`src/hdl/mbs_defines.vh`:
```
// Shared constants of the serial-slave frame handler.
// Assumes it is included by its bare name from each design file that uses it.
`ifndef MBS_DEFINES_VH
`define MBS_DEFINES_VH
// Function codes that the slave answers.
`define MBS_FC_READ       8'h03
`define MBS_FC_WRITE      8'h10
// Check engine preset and polynomial.
`define MBS_CRC_INIT      16'hFFFF
`define MBS_CRC_POLY      16'hA001
// Clock period and default turnaround delay, in nanoseconds.
`define MBS_CLK_NS        5
`define MBS_RESP_DELAY_NS 1000000
// Largest register quantity per frame (two bytes each, byte count fits).
`define MBS_MAX_QTY       16'h007F
// Query byte positions.
`define MBS_IDX_ADDR      9'h000
`define MBS_IDX_FUNC      9'h001
`define MBS_IDX_START_HI  9'h002
`define MBS_IDX_START_LO  9'h003
`define MBS_IDX_QTY_HI    9'h004
`define MBS_IDX_QTY_LO    9'h005
`define MBS_IDX_BCNT      9'h006
`define MBS_IDX_WR_DATA   9'h007
`define MBS_RD_QUERY_LAST 9'h007
`define MBS_WR_FIXED_LEN  9'h008
// Reply byte positions.
`define MBS_RSP_BCNT      9'h002
`define MBS_RSP_RD_DATA   9'h003
`define MBS_RSP_RD_FIXED  9'h005
`define MBS_RSP_WR_LEN    9'h008
// Value kinds offered by the register source.
`define MBS_KIND_U16      3'h0
`define MBS_KIND_U8_HI    3'h1
`define MBS_KIND_U8_LO    3'h2
`define MBS_KIND_S32_HI   3'h3
`define MBS_KIND_S32_LO   3'h4
`endif

```
`src/hdl/mbs_crc_byte.v`:
```
// Folds one message byte into the 16-bit frame check accumulator.
// Purely combinational; the caller holds the accumulator in a register.
`include "mbs_defines.vh"
module mbs_crc_byte (
  input  wire [15:0] i_crc,
  input  wire [7:0]  i_byte,
  output reg  [15:0] o_crc
);
  integer k; // Bit step counter.

  // Merge the byte into the high-order half, then eight shift steps.
  always @* begin
    o_crc = i_crc ^ {i_byte, 8'h00};
    for (k = 0; k < 8; k = k + 1) begin
      if (o_crc[0]) begin
        o_crc = (o_crc >> 1) ^ `MBS_CRC_POLY;
      end else begin
        o_crc = o_crc >> 1;
      end
    end
  end
endmodule

```
`src/hdl/mbs_skid2.v`:
```
// Two-entry buffer with valid and ready on both sides.
// Assumes the drain side may hold ready low for any time.
module mbs_skid2 #(
  parameter W = 9
) (
  input  wire         i_clk_sys,
  input  wire         i_sys_rst,
  input  wire         i_in_valid,
  input  wire [W-1:0] i_in_data,
  output wire         o_in_ready,
  output reg          o_out_valid,
  output reg  [W-1:0] o_out_data,
  input  wire         i_out_ready
);
  reg         skid_v_reg; // Second entry holds a word.
  reg [W-1:0] skid_reg;   // Second entry storage.

  // Accept only while the second entry is free, so nothing is lost.
  assign o_in_ready = ~skid_v_reg;

  // Output entry refills from the second entry first, keeping order.
  always @(posedge i_clk_sys or posedge i_sys_rst) begin
    if (i_sys_rst) begin
      o_out_valid <= 1'b0;
      o_out_data  <= {W{1'b0}};
      skid_v_reg  <= 1'b0;
      skid_reg    <= {W{1'b0}};
    end else if (!o_out_valid || i_out_ready) begin
      if (skid_v_reg) begin
        o_out_data  <= skid_reg;
        o_out_valid <= 1'b1;
        skid_v_reg  <= 1'b0;
      end else begin
        o_out_data  <= i_in_data;
        o_out_valid <= i_in_valid;
      end
    end else if (i_in_valid && !skid_v_reg) begin
      // Receiver stalls: park the word in the second entry.
      skid_reg   <= i_in_data;
      skid_v_reg <= 1'b1;
    end
  end
endmodule

```
`src/hdl/mbs_slave.v`:
```
// Serial-slave frame handler: parses read and write queries,
// drives the register port and streams the reply bytes out.
// Assumes framing is done outside: i_rx_last marks each frame's last byte.
// Register values are sampled in the same cycle that o_reg_rd_en is high.
`include "mbs_defines.vh"
// How it works
// - Read query and reply carry the listed fields.
// - Write reply echoes start and quantity, no data.
// - Start register sent high byte then low.
// - Register quantity sent high byte then low.
// - Byte count is one byte, 0 to 255.
// - Data bytes equal twice the register quantity.
// - Frame ends with check, high byte first.
// - Check accumulator presets to all ones.
// - Each byte merges into the high-order half.
// - Each step shifts right, zero fill, keeps bit.
// - Shifted-out one applies the polynomial.
// - Exactly eight steps per byte.
// - Repeat per byte; final value is check.
// - Byte values sit in upper or lower half.
// - Unsigned 16-bit values fill one register.
// - Signed 32-bit values span two registers.
// - Signed 32-bit values use sign-magnitude coding.
// - Only read and write-multiple functions answered.
// - Multidrop lines wait a configurable reply delay.
module mbs_slave #(
  parameter [15:0] MAX_QTY       = `MBS_MAX_QTY,
  parameter        RESP_DELAY_NS = `MBS_RESP_DELAY_NS
) (
  input  wire        i_clk_sys,
  input  wire        i_sys_rst,
  input  wire        i_rx_valid,
  input  wire [7:0]  i_rx_data,
  input  wire        i_rx_last,
  input  wire [7:0]  i_dev_addr,
  input  wire        i_multidrop,
  output reg         o_busy,
  output reg         o_frame_ok,
  output reg         o_frame_drop,
  output reg         o_reg_rd_en,
  output reg         o_reg_wr_en,
  output reg  [15:0] o_reg_addr,
  output reg  [15:0] o_reg_wr_data,
  input  wire [2:0]  i_reg_rd_kind,
  input  wire [31:0] i_reg_rd_val,
  output wire        o_tx_valid,
  output wire [7:0]  o_tx_data,
  output wire        o_tx_last,
  input  wire        i_tx_ready
);
  // Turnaround delay as whole cycles, rounded up, never below one.
  localparam integer DLY_RAW = (RESP_DELAY_NS + `MBS_CLK_NS - 1) / `MBS_CLK_NS;
  localparam integer DLY_CYC = (DLY_RAW < 1) ? 1 : DLY_RAW;

  // Handler states.
  localparam [1:0] S_RX  = 2'h0;
  localparam [1:0] S_WR  = 2'h1;
  localparam [1:0] S_DLY = 2'h2;
  localparam [1:0] S_TX  = 2'h3;

  reg  [1:0]  state_reg;      // Current handler state.
  reg  [8:0]  rx_idx_reg;     // Position of the next query byte.
  reg         rx_bad_reg;     // Query overran the byte counter.
  reg  [7:0]  addr_reg;       // Received device address.
  reg  [7:0]  fc_reg;         // Received function code.
  reg  [7:0]  bc_reg;         // Received byte count field.
  reg  [7:0]  hold_reg;       // Previous query byte.
  reg  [15:0] start_reg;      // Starting register.
  reg  [15:0] qty_reg;        // Register quantity.
  reg  [15:0] rx_crc_reg;     // Check over all bytes so far.
  reg  [15:0] rx_crc_p1_reg;  // Check before the latest byte.
  reg  [15:0] wbuf [0:MAX_QTY-1]; // Write data held until the check passes.
  reg  [15:0] k_reg;          // Register counter for writes and reads.
  reg  [31:0] dly_reg;        // Turnaround counter.
  reg  [8:0]  tx_idx_reg;     // Position of the next reply byte.
  reg  [15:0] tx_crc_reg;     // Check over reply bytes so far.
  reg  [15:0] word_reg;       // Formatted register word being sent.
  reg         word_have_reg;  // Word register holds fresh data.
  reg         rd_pend_reg;    // A register read is in flight.

  wire [15:0] rx_crc_next;    // Check after folding the incoming byte.
  wire [15:0] tx_crc_next;    // Check after folding the outgoing byte.
  wire        fifo_in_ready;  // Output buffer can take a byte.
  wire [8:0]  fifo_out;       // Buffered last flag and byte.
  wire [8:0]  rx_dat_off;     // Offset inside the write data.
  wire        is_read;        // Query is a read.
  wire        is_write;       // Query is a write.
  wire [7:0]  rsp_bc;         // Reply byte count for reads.
  wire [8:0]  rd_data_end;    // First reply index past the data.
  wire [8:0]  tx_total;       // Reply length in bytes.
  wire        tx_is_data;     // Reply index is a data byte.
  wire        tx_is_crc;      // Reply index is a check byte.
  wire        tx_avail;       // Reply byte ready to push.
  wire        tx_last;        // Reply index is the final byte.
  wire        qty_ok;         // Quantity within 1..MAX_QTY.
  wire        crc_ok;         // Received check matches.
  wire        frame_good;     // Whole query is acceptable.
  reg  [7:0]  tx_byte;        // Reply byte at the current index.
  reg  [15:0] fmt_word;       // Register value in wire format.
  reg  [31:0] mag;            // Magnitude of a signed value.

  mbs_crc_byte u_rx_crc (
    .i_crc  (rx_crc_reg),
    .i_byte (i_rx_data),
    .o_crc  (rx_crc_next)
  );

  mbs_crc_byte u_tx_crc (
    .i_crc  (tx_crc_reg),
    .i_byte (tx_byte),
    .o_crc  (tx_crc_next)
  );

  mbs_skid2 #(.W(9)) u_buf (
    .i_clk_sys   (i_clk_sys),
    .i_sys_rst   (i_sys_rst),
    .i_in_valid  (state_reg == S_TX && tx_avail),
    .i_in_data   ({tx_last, tx_byte}),
    .o_in_ready  (fifo_in_ready),
    .o_out_valid (o_tx_valid),
    .o_out_data  (fifo_out),
    .i_out_ready (i_tx_ready)
  );
  assign o_tx_data = fifo_out[7:0];
  assign o_tx_last = fifo_out[8];

  // Query decoding terms.
  assign is_read     = (fc_reg == `MBS_FC_READ);
  assign is_write    = (fc_reg == `MBS_FC_WRITE);
  assign rx_dat_off  = rx_idx_reg - `MBS_IDX_WR_DATA;
  assign qty_ok      = (qty_reg != 16'h0000) && (qty_reg <= MAX_QTY);
  // Received check is the byte before the last, then the last.
  assign crc_ok      = (rx_crc_p1_reg == {hold_reg, i_rx_data});
  // Only the two functions, exact length, matching count and address.
  assign frame_good  = !rx_bad_reg && crc_ok && (addr_reg == i_dev_addr) && qty_ok &&
                       ((is_read && rx_idx_reg == `MBS_RD_QUERY_LAST) ||
                        (is_write && {1'b0, bc_reg} == {qty_reg[7:0], 1'b0} &&
                         rx_idx_reg == `MBS_WR_FIXED_LEN + {1'b0, bc_reg}));

  // Reply layout terms.
  assign rsp_bc      = {qty_reg[6:0], 1'b0};
  assign rd_data_end = `MBS_RSP_RD_DATA + {1'b0, rsp_bc};
  assign tx_total    = is_read ? (`MBS_RSP_RD_FIXED + {1'b0, rsp_bc}) : `MBS_RSP_WR_LEN;
  assign tx_is_data  = is_read && tx_idx_reg >= `MBS_RSP_RD_DATA && tx_idx_reg < rd_data_end;
  assign tx_is_crc   = tx_idx_reg >= tx_total - 9'h002;
  assign tx_avail    = !tx_is_data || word_have_reg;
  assign tx_last     = (tx_idx_reg == tx_total - 9'h001);

  // Reply byte selection by index.
  always @* begin
    tx_byte = 8'h00;
    if (tx_is_crc) begin
      tx_byte = tx_last ? tx_crc_reg[7:0] : tx_crc_reg[15:8];
    end else if (tx_is_data) begin
      // Even offsets send the upper half first.
      tx_byte = tx_idx_reg[0] ? word_reg[15:8] : word_reg[7:0];
    end else begin
      case (tx_idx_reg)
        `MBS_IDX_ADDR:     tx_byte = addr_reg;
        `MBS_IDX_FUNC:     tx_byte = fc_reg;
        `MBS_IDX_START_HI: tx_byte = is_read ? rsp_bc : start_reg[15:8];
        `MBS_IDX_START_LO: tx_byte = start_reg[7:0];
        `MBS_IDX_QTY_HI:   tx_byte = qty_reg[15:8];
        `MBS_IDX_QTY_LO:   tx_byte = qty_reg[7:0];
        default:           tx_byte = 8'h00;
      endcase
    end
  end

  // Register value to wire format, by kind.
  always @* begin
    mag = i_reg_rd_val[31] ? (~i_reg_rd_val + 32'h0000_0001) : i_reg_rd_val;
    // The most negative value has no magnitude in 31 bits; it saturates.
    if (mag[31]) begin
      mag = 32'h7FFF_FFFF;
    end
    mag = {i_reg_rd_val[31], mag[30:0]};
    case (i_reg_rd_kind)
      `MBS_KIND_U8_HI:  fmt_word = {i_reg_rd_val[7:0], 8'h00};
      `MBS_KIND_U8_LO:  fmt_word = {8'h00, i_reg_rd_val[7:0]};
      `MBS_KIND_S32_HI: fmt_word = mag[31:16];
      `MBS_KIND_S32_LO: fmt_word = mag[15:0];
      default:          fmt_word = i_reg_rd_val[15:0];
    endcase
  end

  // Write data capture; pairs of bytes form one register, high first.
  always @(posedge i_clk_sys) begin
    if (state_reg == S_RX && i_rx_valid && is_write && rx_idx_reg >= `MBS_IDX_WR_DATA &&
        rx_dat_off[0] && {8'h00, rx_dat_off[8:1]} < MAX_QTY) begin
      wbuf[rx_dat_off[7:1]] <= {hold_reg, i_rx_data};
    end
  end

  // Main sequencer: receive, apply writes, wait, send reply.
  always @(posedge i_clk_sys or posedge i_sys_rst) begin
    if (i_sys_rst) begin
      state_reg     <= S_RX;
      rx_idx_reg    <= 9'h000;
      rx_bad_reg    <= 1'b0;
      addr_reg      <= 8'h00;
      fc_reg        <= 8'h00;
      bc_reg        <= 8'h00;
      hold_reg      <= 8'h00;
      start_reg     <= 16'h0000;
      qty_reg       <= 16'h0000;
      rx_crc_reg    <= `MBS_CRC_INIT;
      rx_crc_p1_reg <= `MBS_CRC_INIT;
      k_reg         <= 16'h0000;
      dly_reg       <= 32'h0000_0000;
      tx_idx_reg    <= 9'h000;
      tx_crc_reg    <= `MBS_CRC_INIT;
      word_reg      <= 16'h0000;
      word_have_reg <= 1'b0;
      rd_pend_reg   <= 1'b0;
      o_busy        <= 1'b0;
      o_frame_ok    <= 1'b0;
      o_frame_drop  <= 1'b0;
      o_reg_rd_en   <= 1'b0;
      o_reg_wr_en   <= 1'b0;
      o_reg_addr    <= 16'h0000;
      o_reg_wr_data <= 16'h0000;
    end else begin
      // Strobes last one cycle unless set again below.
      o_frame_ok   <= 1'b0;
      o_frame_drop <= 1'b0;
      o_reg_rd_en  <= 1'b0;
      o_reg_wr_en  <= 1'b0;
      case (state_reg)
        S_RX: begin
          o_busy <= 1'b0;
          if (i_rx_valid) begin
            hold_reg      <= i_rx_data;
            rx_crc_p1_reg <= rx_crc_reg;
            rx_crc_reg    <= rx_crc_next;
            // Capture header fields by position.
            case (rx_idx_reg)
              `MBS_IDX_ADDR:    addr_reg <= i_rx_data;
              `MBS_IDX_FUNC:    fc_reg <= i_rx_data;
              `MBS_IDX_START_LO: start_reg <= {hold_reg, i_rx_data};
              `MBS_IDX_QTY_LO:  qty_reg <= {hold_reg, i_rx_data};
              `MBS_IDX_BCNT:    bc_reg <= i_rx_data;
              default:          bc_reg <= bc_reg;
            endcase
            // Saturate the position; an overlong frame is refused.
            if (rx_idx_reg == 9'h1FF) begin
              rx_bad_reg <= 1'b1;
            end else begin
              rx_idx_reg <= rx_idx_reg + 9'h001;
            end
            if (i_rx_last) begin
              // Next frame starts from a fresh preset.
              rx_idx_reg    <= 9'h000;
              rx_bad_reg    <= 1'b0;
              rx_crc_reg    <= `MBS_CRC_INIT;
              rx_crc_p1_reg <= `MBS_CRC_INIT;
              k_reg         <= 16'h0000;
              dly_reg       <= 32'h0000_0000;
              if (frame_good) begin
                o_frame_ok <= 1'b1;
                o_busy     <= 1'b1;
                state_reg  <= is_write ? S_WR : S_DLY;
              end else begin
                o_frame_drop <= 1'b1;
              end
            end
          end
        end
        S_WR: begin
          // Apply the held writes in ascending order.
          if (k_reg == qty_reg) begin
            state_reg <= S_DLY;
          end else begin
            o_reg_wr_en   <= 1'b1;
            o_reg_addr    <= start_reg + k_reg;
            o_reg_wr_data <= wbuf[k_reg[6:0]];
            k_reg         <= k_reg + 16'h0001;
          end
        end
        S_DLY: begin
          // Multidrop lines hold off the reply; point-to-point do not.
          if (!i_multidrop || dly_reg == DLY_CYC - 1) begin
            state_reg     <= S_TX;
            tx_idx_reg    <= 9'h000;
            tx_crc_reg    <= `MBS_CRC_INIT;
            k_reg         <= 16'h0000;
            word_have_reg <= 1'b0;
            rd_pend_reg   <= 1'b0;
          end else begin
            dly_reg <= dly_reg + 32'h0000_0001;
          end
        end
        S_TX: begin
          // Fetch the next register once the index reaches its first byte.
          if (tx_is_data && !word_have_reg && !rd_pend_reg) begin
            o_reg_rd_en <= 1'b1;
            o_reg_addr  <= start_reg + k_reg;
            rd_pend_reg <= 1'b1;
          end
          if (rd_pend_reg) begin
            word_reg      <= fmt_word;
            word_have_reg <= 1'b1;
            rd_pend_reg   <= 1'b0;
          end
          // Push one byte whenever the buffer takes it.
          if (tx_avail && fifo_in_ready) begin
            tx_idx_reg <= tx_idx_reg + 9'h001;
            if (!tx_is_crc) begin
              tx_crc_reg <= tx_crc_next;
            end
            if (tx_is_data && !tx_idx_reg[0]) begin
              word_have_reg <= 1'b0;
              k_reg         <= k_reg + 16'h0001;
            end
            if (tx_last) begin
              state_reg <= S_RX;
            end
          end
        end
        default: begin
          state_reg <= S_RX;
        end
      endcase
    end
  end
endmodule

```
`config.mk`:
```
export PLATFORM = sky130hd
export DESIGN_NAME = mbs_slave
export DESIGN_NICKNAME = d
export VERILOG_FILES = /design/src/hdl/mbs_crc_byte.v /design/src/hdl/mbs_skid2.v /design/src/hdl/mbs_slave.v
export VERILOG_INCLUDE_DIRS = /design/src /design/src/hdl
export SDC_FILE = /design/constraint.sdc
export NUM_CORES = 2
export LEC_CHECK = 0
export BUFFER_PORTS_ARGS = -buffer_cell sky130_fd_sc_hd__buf_2
export CORE_MARGIN = 4
export CORE_UTILIZATION = 28
export CTS_CLUSTER_DIAMETER = 50
export DETAILED_ROUTE_END_ITERATION = 8
export PLACE_DENSITY = 0.48
export SETUP_SLACK_MARGIN = 0.5
export SLEW_MARGIN = 20
export SYNTH_ARGS = -nofsm -noshare
export SYNTH_HDL_FRONTEND = slang
export SYNTH_HIERARCHICAL = 1
export SYNTH_SLANG_ARGS = --single-unit
```
`constraint.sdc`:
```
create_clock -name i_clk_sys -period 12.2 [get_ports i_clk_sys]
set_clock_uncertainty 0.1 [all_clocks]
set_input_delay 2.44 -clock i_clk_sys [delete_from_list [all_inputs] [get_ports i_clk_sys]]
set_output_delay 2.44 -clock i_clk_sys [all_outputs]
set_load 0.02 [all_outputs]
```
==> impl_metrics.toml <==
[status]
status = "completed"

[critical_path]
required_ns = 12.88
path_max_fanout = 17
crit_top_cell = "o21ai_0"
cp-end-kind = "flop"
reg2reg_to = "tx_crc_reg[0]"
path_delay_family = "simple AND/OR/NAND/NOR gates"
rr_worst_depth = 16
cpPeakStageDelay_ns = 0.68
critical_path_buf_inv_count = 1
crit_path_start_kind = "flop"
crit_chain = "nor4b_1 > nand2_1 > clkinv_1 > nand2_1 > ha_1 > or3_1 > xor2_1 > a21o_1 > a221oi_1 > nand4_1 > mux2i_1 > o21ai_0 > xor2_1 > xnor3_1 > o21ai_0 > o21ai_0"
reg2reg_slack_ns = 6.21
cp.arrival_ns = 6.67
worst-path-stages = 16
r2r-start = "fc_reg[2]"
crit_path_top_delay_cell = "nand4_1"
path_class = "reg2reg"

[floorplan]
fp.dieH_um = 586
num_io_pins = 104
die_w_um = 586
start_util = 0.282
core_mm2 = 0.332
rows = 211
dieArea_mm2 = 0.343

[logic_synthesis]
ys_seq_elements = 2288
syn-num-nets = 4972
yosysTopAreaCell = "edfxtp_1"
synth_top_area_frac = 0.652
synth_edf_count = 2032
ys_seq_area_frac = 0.721
yosysMostFrequentCell = "edfxtp_1"
syn-mean-instance-area_um2 = 19.3
synth-main-ff-cell = "edfxtp_1"
synth_cell_types = 88
synth_commonest_cells = "2032 x edfxtp_1, 622 x mux4_2, 248 x nand2_1, 238 x nor2_1, 208 x dfrtp_1"
async_flop_share = 0.112
synth_cells = 4859
netlist_area_mm2 = 0.0935
netlist_top_cells_area = "edfxtp_1 65%, mux4_2 15%, dfrtp_1 5.6%, dfstp_2 1.3%, xor2_1 1.0%"
synth_warnings = 6

[placement]
hpwlAfterDp_um = 160000
io_buffers = 103
post-place-cells = 9177
gp_congestion = 0.806

[finish]
fillers = 31600
nets = 5171
largest_register_ffs = 2032
fin_util = 0.326
drive_gt1_frac = 0.285
stdcell_count = 9635
areaGrowthSynthToFinish_pct = 15.4

[clock_tree]
cts_buffers = 245
cts_hold_buf = 0
clock_sinks = 2288
clk_path_buf_depth = 4
clk_pin_slew_ns = 0.07
cts.repair.resized = 0
htreeDepth = 4
root_buffer = "clkbuf_16"
clk_latency_ns = 0.90
cts_tree = "built"
postCtsSetupBuffers = 0

[power_and_ir_drop]
irDropWorstVdd_mv = 0.138
powerDensity_mw_per_mm2 = 211
p_leak_uw = 0.0345
p_total_uw = 22700

[global_route]
grtUsageTotal = 0.149
overflow = 0
grt_max_degree = 127
grt_pass1_vias = 48200
antenna_found_initial = 21
grt_first_pass_wirelength_um = 371000

[sta]
final.setup.tns_ns = 0
drv_slew = 0
tightest_slew_ns = 1.11
period_share = 0.491
rsz0062_at_grt = "no"
max_freq_mhz = 167
hold_violations = 0
finalSetupViolCount = 0
relSlewSlack = 0.261
fin_crit_ns = 5.99

[detailed_routing]
drtAntennaViolNets = 0
drc = 0
vias = 47600
wl_per_cell_um = 27.1
viasPerCell = 4.94
routed_wirelength_um = 261000
firstDrtPassIters = 8
drt_iter0_markers = 4629

[job]
maxCapViolations = 0

[hold_path]
hp-start = "rx_crc_p1_reg[6]"
min_path_type = "reg2reg"
hold_depth = 2
hold_path_end = "rx_crc_p1_reg[6]"
## layout by cell type (no fill, tap or decap), types with 89 or more instances in the layout
cell type / netlist / final
xor2_1: 110 / 110
clkbuf_16: 0 / 247
a21oi_1: 93 / 93
nor2_1: 238 / 142
nand2_1: 248 / 248
buf_4: 0 / 104
edfxtp_1: 2032 / 2032
buf_2: 45 / 95
o21ai_0: 161 / 161
nor2_2: 0 / 89
dfrtp_1: 208 / 193
mux4_2: 622 / 622
## worst min-delay path, cell delays in order, from the launching register on
cell and delay, ns:
dfstp_2 0.37, nand2_1 0.05, nand2_1 0.04
## cell type report
class	count	area [um^2]	share of cell area
sequential	2288	67500	0.626
multi-input combinational	2248	25000	0.232
clock buffer	299	6490	0.0601
tap	4366	5460	0.0506
clock inverter	152	1660	0.0153
timing repair buffer	213	1510	0.0140
inverter	62	240	0.00223
antenna	7	17.5	0.000162
## how the worst max path moves through the flow
stage / startpoint / to / slack [ns]
6_report: fc_reg[2] / tx_crc_reg[0] / 6.21
5_1_grt: fc_reg[3] / tx_crc_reg[13] / 5.88
4_1_cts: fc_reg[2] / tx_crc_reg[0] / 6.34
3_5_place_dp: i_rx_valid / wbuf[21][2] / 6.27
3_3_place_gp: i_rx_valid / wbuf[75][1] / 6.29
2_1_floorplan: i_sys_rst / addr_reg[0] / 3.26
## routing by layer
metal	up-vias	global-route usage	wire length, um
li1	20200	-	-
met1	25700	0.213	116000
met2	1410	0.241	124000
met3	285	0.0243	15500
met4	4	0.0296	5070
met5	-	0	27
## per-stage QoR
| step | worst slack, ns | hold WS [ns] | instance area, um^2 |
|---|---|---|---|
| final | 6.21 | 0.360 | 108000 |
| after global routing | 5.88 | 0.385 | 108000 |
| after CTS | 6.34 | 0.362 | 108000 |
| after detailed placement | 6.27 | 0.352 | 99800 |
| after global placement | 6.29 | 0.350 | 99700 |
| after floorplan | 3.26 | 0.338 | 93500 |
## power by group
group,switching (uW),internal (uW)
sequential,587,9310
combinational,3060,2210
clock,3170,4410
## logic make-up after synthesis
group,Yosys count,synth area share
buf+inv,323,0.0139
fa+ha+maj,57,0.00768
xor+xnor,186,0.0185
flops,2288,0.721
simple gates,749,0.0369
mux,783,0.170
compound gates,473,0.0320
Note: power is estimated with default switching activity, not from simulation.
